File: config.mk
export PLATFORM = sky130hd
export DESIGN_NAME = aod_device_flat
export DESIGN_NICKNAME = d
export VERILOG_FILES = /design/src/aod_pkg.sv /design/src/aod_if.sv /design/src/aod_device.sv /design/src/flat_wrapper.sv
export SDC_FILE = /design/constraint.sdc
export NUM_CORES = 1
export LEC_CHECK = 0
export BUFFER_PORTS_ARGS = -buffer_cell sky130_fd_sc_hd__buf_4
export CORE_MARGIN = 2
export CORE_UTILIZATION = 42
export CTS_BUF_LIST = sky130_fd_sc_hd__clkbuf_16
export DETAILED_ROUTE_END_ITERATION = 8
export GPL_TIMING_DRIVEN = 0
export PLACE_DENSITY = 0.61
export SLEW_MARGIN = 0
export SYNTH_ARGS = -nofsm -noshare
export SYNTH_HDL_FRONTEND = slang
export SYNTH_SLANG_ARGS = --single-unit
File: constraint.sdc
create_clock -name clk -period 4.52 [get_ports clk]
set_input_delay 0.226 -clock clk [delete_from_list [all_inputs] [get_ports clk]]
set_output_delay 0.226 -clock clk [all_outputs]
set_load 0.02 [all_outputs]
File: src/aod_pkg.sv
package aod_pkg;
  localparam int unsigned DATA_W = 8;
  localparam logic [DATA_W-1:0] CODE_FULL = 8'hff;
  localparam logic [DATA_W-1:0] CODE_ZERO = 8'h00;
  localparam logic [DATA_W-1:0] CODE_MID = 8'h80;
  localparam int unsigned DECIM_FIVE = 5;
  localparam int unsigned DECIM_TWO = 2;
  localparam int unsigned PIPE_DEPTH = 3;
  localparam int SAMPLE_MAX = 127;
  localparam int SAMPLE_MIN = -128;
  localparam int unsigned DIV5_HIGH = 2;
  localparam real CLK_MAX_MHZ = 250.0;
  localparam real SYS_CLK_MHZ = 25.0;
endpackage : aod_pkg

File: src/aod_if.sv
`timescale 1ns/1ps
interface aod_if;
  logic [aod_pkg::DATA_W-1:0] primary_data_port;
  logic [aod_pkg::DATA_W-1:0] secondary_data_port;
  logic output_data_clock_p;
  logic output_data_clock_n;
  logic rate_divide_select;
  logic divide_five_select;
  logic mirror_select;
  modport dev (
    output primary_data_port, secondary_data_port, output_data_clock_p, output_data_clock_n,
    input rate_divide_select, divide_five_select, mirror_select
  );
  modport cap (
    input primary_data_port, secondary_data_port, output_data_clock_p, output_data_clock_n,
    output rate_divide_select, divide_five_select, mirror_select
  );
endinterface : aod_if

File: src/aod_device.sv
`timescale 1ns/1ps
module aod_device #(
  parameter int unsigned PIPE_DEPTH = aod_pkg::PIPE_DEPTH, // conversion latency in clocks
  parameter int unsigned DIV_SLOW = aod_pkg::DECIM_FIVE, // slow decimation ratio
  parameter int unsigned DIV_FAST = aod_pkg::DECIM_TWO // demux ratio
) (
  input wire logic clk, // sample clock, true half
  input wire logic clk_n, // sample clock, complement half
  input wire logic rstn, // async reset, active low
  input wire logic signed [aod_pkg::DATA_W:0] sample_diff, // differential input, scaled codes
  aod_if.dev port // output ports and mode selects
);
  // ----------------------------------------------------------------
  // local types and constants
  // ----------------------------------------------------------------
  localparam int unsigned PHASE_W = $clog2(DIV_SLOW);
  typedef logic [aod_pkg::DATA_W-1:0] aod_code_t;
  typedef logic signed [aod_pkg::DATA_W:0] aod_diff_t;
  typedef logic [PHASE_W-1:0] aod_phase_t;
  localparam aod_diff_t DIFF_MAX = aod_diff_t'(aod_pkg::SAMPLE_MAX);
  localparam aod_diff_t DIFF_MIN = aod_diff_t'(aod_pkg::SAMPLE_MIN);
  localparam aod_phase_t PHASE_ZERO = '0;
  localparam aod_phase_t PHASE_STEP = aod_phase_t'(1);
  localparam aod_phase_t LAST_SLOW = aod_phase_t'(DIV_SLOW - 1);
  localparam aod_phase_t LAST_FAST = aod_phase_t'(DIV_FAST - 1);
  localparam aod_phase_t HIGH_SLOW = aod_phase_t'(aod_pkg::DIV5_HIGH);

  // ----------------------------------------------------------------
  // signals
  // ----------------------------------------------------------------
  aod_code_t code; // quantised level of the present input
  aod_code_t held_q; // level frozen at the falling clock
  aod_code_t pipe_q [PIPE_DEPTH]; // conversion latency stages
  aod_code_t newest; // sample leaving the pipeline
  aod_code_t prev_q; // sample one clock older
  aod_code_t a_q; // primary port register
  aod_code_t b_q; // secondary port register
  aod_code_t b_d; // next secondary value
  aod_phase_t phase_q; // position inside one output period
  aod_phase_t last_phase; // final phase of the selected ratio
  logic divided; // rate divide strapped on
  logic five; // divide by five strapped
  logic mirror; // secondary copies primary
  logic tick; // end of one output period
  logic update; // ports take a new sample this clock
  logic div_clk_d; // next divided clock level
  logic div_clk_q; // divided clock, rising-edge part
  logic half_q; // divided clock delayed half a cycle
  logic output_data_clock; // selected output clock

  // ----------------------------------------------------------------
  // quantiser and sampling
  // ----------------------------------------------------------------
  always_comb begin
    if (sample_diff > DIFF_MAX) begin
      code = aod_pkg::CODE_FULL;
    end else if (sample_diff < DIFF_MIN) begin
      code = aod_pkg::CODE_ZERO;
    end else begin
      // flipping the sign bit moves zero difference to midscale
      code = sample_diff[aod_pkg::DATA_W-1:0] ^ aod_pkg::CODE_MID;
    end
  end

  // falling edge freezes the sample, as the track/hold would
  always_ff @(negedge clk or negedge rstn) begin
    if (!rstn) begin
      held_q <= aod_pkg::CODE_ZERO;
    end else begin
      held_q <= code;
    end
  end

  always_ff @(posedge clk or negedge rstn) begin
    if (!rstn) begin
      pipe_q[0] <= aod_pkg::CODE_ZERO;
    end else begin
      pipe_q[0] <= held_q;
    end
  end

  for (genvar g = 1; g < PIPE_DEPTH; g++) begin : g_pipe
    always_ff @(posedge clk or negedge rstn) begin
      if (!rstn) begin
        pipe_q[g] <= aod_pkg::CODE_ZERO;
      end else begin
        pipe_q[g] <= pipe_q[g-1];
      end
    end
  end

  assign newest = pipe_q[PIPE_DEPTH-1];

  // ----------------------------------------------------------------
  // output rate control
  // ----------------------------------------------------------------
  // selects are straps; changing them outside reset may give one odd period
  assign divided = port.rate_divide_select;
  assign five = port.divide_five_select;
  assign mirror = port.mirror_select;
  assign last_phase = five ? LAST_SLOW : LAST_FAST;
  assign tick = (phase_q == last_phase);
  assign update = !divided || tick;

  always_ff @(posedge clk or negedge rstn) begin
    if (!rstn) begin
      phase_q <= PHASE_ZERO;
    end else if (update) begin
      phase_q <= PHASE_ZERO;
    end else begin
      phase_q <= phase_q + PHASE_STEP;
    end
  end

  // duty set by phase counts, so in divide-by-two the input clock's duty cannot leak through
  always_comb begin
    if (five) begin
      div_clk_d = (phase_q < HIGH_SLOW);
    end else begin
      div_clk_d = (phase_q == PHASE_ZERO);
    end
  end

  always_ff @(posedge clk or negedge rstn) begin
    if (!rstn) begin
      div_clk_q <= 1'b0;
    end else begin
      div_clk_q <= div_clk_d;
    end
  end

  // the falling-edge copy adds the half cycle that makes 2.5 of 5
  always_ff @(negedge clk or negedge rstn) begin
    if (!rstn) begin
      half_q <= 1'b0;
    end else begin
      half_q <= div_clk_q;
    end
  end

  // ----------------------------------------------------------------
  // port data, one update per output clock period
  // ----------------------------------------------------------------
  always_ff @(posedge clk or negedge rstn) begin
    if (!rstn) begin
      prev_q <= aod_pkg::CODE_ZERO;
    end else begin
      prev_q <= newest;
    end
  end

  // inactive secondary is held at zero so capture sees a stable level
  always_comb begin
    if (mirror) begin
      b_d = newest;
    end else if (divided && !five) begin
      b_d = prev_q;
    end else begin
      b_d = aod_pkg::CODE_ZERO;
    end
  end

  always_ff @(posedge clk or negedge rstn) begin
    if (!rstn) begin
      a_q <= aod_pkg::CODE_ZERO;
    end else if (update) begin
      a_q <= newest;
    end
  end

  always_ff @(posedge clk or negedge rstn) begin
    if (!rstn) begin
      b_q <= aod_pkg::CODE_ZERO;
    end else if (update) begin
      b_q <= b_d;
    end
  end

  assign port.primary_data_port = a_q;
  assign port.secondary_data_port = b_q;

  // ----------------------------------------------------------------
  // output data clock
  // ----------------------------------------------------------------
  // undivided mode must copy the input duty, so the clock passes through
  // ungated; that path and the divide-by-five path, which gates half_q with the inverted clk_n, are not taken from a flip-flop alone
  always_comb begin
    if (!divided) begin
      output_data_clock = clk;
    end else if (five) begin
      output_data_clock = div_clk_q | (half_q & ~clk_n);
    end else begin
      output_data_clock = div_clk_q;
    end
  end

  assign port.output_data_clock_p = output_data_clock;
  assign port.output_data_clock_n = ~output_data_clock;
endmodule : aod_device

File: src/flat_wrapper.sv
// flat-port wrapper written by rule: the top's interface ports become plain ports
module aod_device_flat 
#(
  parameter int unsigned PIPE_DEPTH = aod_pkg::PIPE_DEPTH,                                
  parameter int unsigned DIV_SLOW = aod_pkg::DECIM_FIVE,                         
  parameter int unsigned DIV_FAST = aod_pkg::DECIM_TWO               
)
  (clk, clk_n, rstn, sample_diff, port_primary_data_port, port_secondary_data_port, port_output_data_clock_p, port_output_data_clock_n, port_rate_divide_select, port_divide_five_select, port_mirror_select);
  aod_if port_i ();
  input wire logic clk;
  input wire logic clk_n;
  input wire logic rstn;
  input wire logic signed [aod_pkg::DATA_W:0] sample_diff;
  output wire logic [$bits(port_i.primary_data_port)-1:0] port_primary_data_port;
  output wire logic [$bits(port_i.secondary_data_port)-1:0] port_secondary_data_port;
  output wire logic [$bits(port_i.output_data_clock_p)-1:0] port_output_data_clock_p;
  output wire logic [$bits(port_i.output_data_clock_n)-1:0] port_output_data_clock_n;
  input wire logic [$bits(port_i.rate_divide_select)-1:0] port_rate_divide_select;
  input wire logic [$bits(port_i.divide_five_select)-1:0] port_divide_five_select;
  input wire logic [$bits(port_i.mirror_select)-1:0] port_mirror_select;
  assign port_primary_data_port = port_i.primary_data_port;
  assign port_secondary_data_port = port_i.secondary_data_port;
  assign port_output_data_clock_p = port_i.output_data_clock_p;
  assign port_output_data_clock_n = port_i.output_data_clock_n;
  assign port_i.rate_divide_select = port_rate_divide_select;
  assign port_i.divide_five_select = port_divide_five_select;
  assign port_i.mirror_select = port_mirror_select;
  aod_device #(.PIPE_DEPTH(PIPE_DEPTH), .DIV_SLOW(DIV_SLOW), .DIV_FAST(DIV_FAST)) u_core (.clk(clk), .clk_n(clk_n), .rstn(rstn), .sample_diff(sample_diff), .port(port_i));
endmodule
==> results.sh <==
export IMPL_dr_pass1_iters=4
export IMPL_num_rows=25
export IMPL_layout_commonest_cell="dfrtp_1"
export IMPL_drv_slew=0
export IMPL_start_util_pct=43.1
export IMPL_slowest_stage="clkbuf_16"
export IMPL_grt_pass1_vias=1231
export IMPL_muxShareOfSynthArea_pct=9.46
export IMPL_regToRegSetupSlack_ns=1.76
export IMPL_async_flop_share_pct=100
export IMPL_die_w_um=73.2
export IMPL_drt_iter0_markers=45
export IMPL_path_clk_slew_ns=0.05
export IMPL_powerDensity_nw_per_um2=611
export IMPL_clock_power_share_pct=54.7
export IMPL_synth_compound_area_share_pct=4.42
export IMPL_syn_area_sq_um=2010
export IMPL_r2r_start="u_core.div_clk_q"
export IMPL_totalPowerFinal_mw=1.71
export IMPL_drc=0
export IMPL_synth_top_family_by_area="multiplexers"
export IMPL_rsz0062_at_grt="false"
export IMPL_reg2reg_depth=0
export IMPL_grt_pass1_wl_mm=5.58
export IMPL_antenna_found_initial=0
export IMPL_drt_total_wl_mm=3.29
export IMPL_place_gp_congestion=0.626
export IMPL_drv_cap=0
export IMPL_dieArea_sq_um=5360
export IMPL_r2r_end="u_core.half_q"
export IMPL_avgRoutedWirePerCell_um=14.2
export IMPL_ys_ff_latch=61
export IMPL_drive_gt1_share_pct=34.8
export IMPL_whs_ns=0.119
export IMPL_yosys_area_top_type_share_pct=64.7
export IMPL_sw_frac_of_total_pct=22.2
export IMPL_antennaDiodeCount=0
export IMPL_insertion_delay_ns=0.45
export IMPL_synthCells=120
export IMPL_dp_hpwl_mm=1.93
export IMPL_synth_nets=137
export IMPL_vias=1135
export IMPL_worst_pin_slew_ns=1.16
export IMPL_endpoint_kind="output pin"
export IMPL_syn_area_per_cell_sq_um=16.8
export IMPL_yosys_warnings=0
export IMPL_worst_path_buf_inv=8
export IMPL_path_delay_family="buffers and inverters"
export IMPL_p_comb_share_pct=8.5
export IMPL_synth_xor_area_share_pct=0.436
export IMPL_synth_area_leader_cell="dfrtp_1"
export IMPL_synth_fa_ha_area_share_pct=3.24
export IMPL_hold_depth=3
export IMPL_slew_headroom_pct=22.5
export IMPL_via_per_inst=4.89
export IMPL_die_y_um=73.2
export IMPL_post_synth_and_or_nand_nor_area_fraction_pct=4.85
export IMPL_critPathRequiredTime_ns=4.29
export IMPL_overflow=0
export IMPL_cp_max_fo=2
export IMPL_mostFrequentLayoutCells="dfrtp_1 (52), buf_4 (31), clkbuf_16 (18), nor2_1 (12)"
export IMPL_dp_cells=205
export IMPL_core_area_sq_um=4660
export IMPL_io_pins=33
export IMPL_postCtsHoldBufs=1
export IMPL_finalHoldViolCount=0
export IMPL_seqPwrFrac_pct=36.8
export IMPL_critPathMaxStageDelay_ns=0.17
export IMPL_netSwitchingPower_mw=0.381
export IMPL_syn_to_final_growth_pct=39.4
export IMPL_grt_max_degree=62
export IMPL_final_antenna_net_count=0
export IMPL_status="complete, no violations"
export IMPL_synth_edf_count=0
export IMPL_min_path_type="in2reg"
export IMPL_internal_power_mw=1.33
export IMPL_irDropWorstVdd_mv=0.277
export IMPL_startpoint_type="clock port"
export IMPL_synth_cell_types=22
export IMPL_ys_flop_type="dfrtp_1"
export IMPL_grtUsageTotal_pct=15.4
export IMPL_fin_skew_ns=0.0330
export IMPL_leakagePower_nw=1.34
export IMPL_critPathMostFrequentCell="clkbuf_16"
export IMPL_port_buffers=31
export IMPL_hp_start="port_divide_five_select"
export IMPL_yosys_top_cells_area="dfrtp_1 (65%), dfrtn_1 (11%), mux2_2 (5.0%)"
export IMPL_ys_seq_area_share_pct=75.9
export IMPL_setup_viol_count_final=0
export IMPL_cp_arrival_ns=3.55
export IMPL_ctsResizeCount=0
export IMPL_tritoncts="yes"
export IMPL_hold_path_end="u_core.div_clk_q"
export IMPL_post_place_ws_ns=1.24
export IMPL_nets=189
export IMPL_crit_chain="clkbuf_16 -> clkbuf_16 -> clkbuf_16 -> clkbuf_16 -> clkbuf_16 -> nor2_1 -> clkbuf_16 -> clkbuf_16 -> a21o_1 -> buf_4"
export IMPL_setup_ws_ns=0.745
export IMPL_fin_cells=232
export IMPL_final_setup_tns_ns=0
export IMPL_cp_startpoint="clk"
export IMPL_cts_setup_buffers=0
export IMPL_crit_type="clk2out"
[cells in the mapped netlist, types with 2 or more instances]
| cell type | n |
|---|---|
| inv_1 | 4 |
| dfrtp_1 | 52 |
| dfrtn_1 | 9 |
| nor2_1 | 12 |
| mux2_2 | 9 |
| maj3_1 | 4 |
| a22o_1 | 8 |
| ha_1 | 2 |
| mux2_1 | 7 |
[worst max-delay path by stage]
stage | to | cells past startpoint
final | port_output_data_clock_n | 10
after global routing | port_output_data_clock_n | 10
after CTS | port_output_data_clock_n | 10
after detailed placement | port_output_data_clock_n | 3
after global placement | port_output_data_clock_n | 3
after floorplan | port_output_data_clock_p | 2
[kinds of logic after synthesis]
kind of cell,Yosys count
AOI/OAI and AO/OA,11
xor gates and xnor gates,1
adders and majority gates,6
buffers and inverters,7
DFF,61
muxes,17
and+or+nand+nor,17
[area by class of cell]
class                      instances  area (sq um)
fill                             341          1860
sequential                        61          1530
clock buffer                      20           465
multi-input combinational         52           450
timing repair buffer              30           228
tap                               54          67.6
clock inverter                     8          31.3
inverter                           5          18.8
buffer                             2          15.0
[per-stage QoR]
stage	cell area [sq um]	util [%]
2_1_floorplan	2010	-
3_3_place_gp	2310	49.6
3_5_place_dp	2310	49.6
4_1_cts	2800	60.1
5_1_grt	2800	60.1
6_report	2800	60.1
[power groups by stage]
stage          logic [mW]  registers (mW)  clock network (mW)
6_report            0.145           0.630               0.936
2_1_floorplan      0.0515           0.661              0.0233
3_5_place_dp        0.147           0.639              0.0373
3_3_place_gp        0.142           0.635              0.0373
4_1_cts             0.148           0.632               0.962
5_1_grt             0.159           0.638               0.992
[sequential cells by signal, indices dropped and copies added (netlist names)]
name,count
u_core.newest,8
u_core.port.secondary_data_port,8
u_core.held_q,8
u_core.phase_q,3
u_core.prev_q,8
u_core.half_q,1
u_core.port.primary_data_port,8
u_core.div_clk_q,1
u_core.pipe_q,16
[layer usage]
layer / up-vias / share of wire [%] / track usage [%] / wire length, um
met2: 43 / 50 / 21.2 / 1650
li1: 515 / - / - / -
met5: - / 0 / 0 / 0
met4: 0 / 3.2 / 15.6 / 106
met1: 565 / 41 / 16.2 / 1370
met3: 12 / 5.2 / 8.15 / 172
Power figures use the tool's default switching activity.
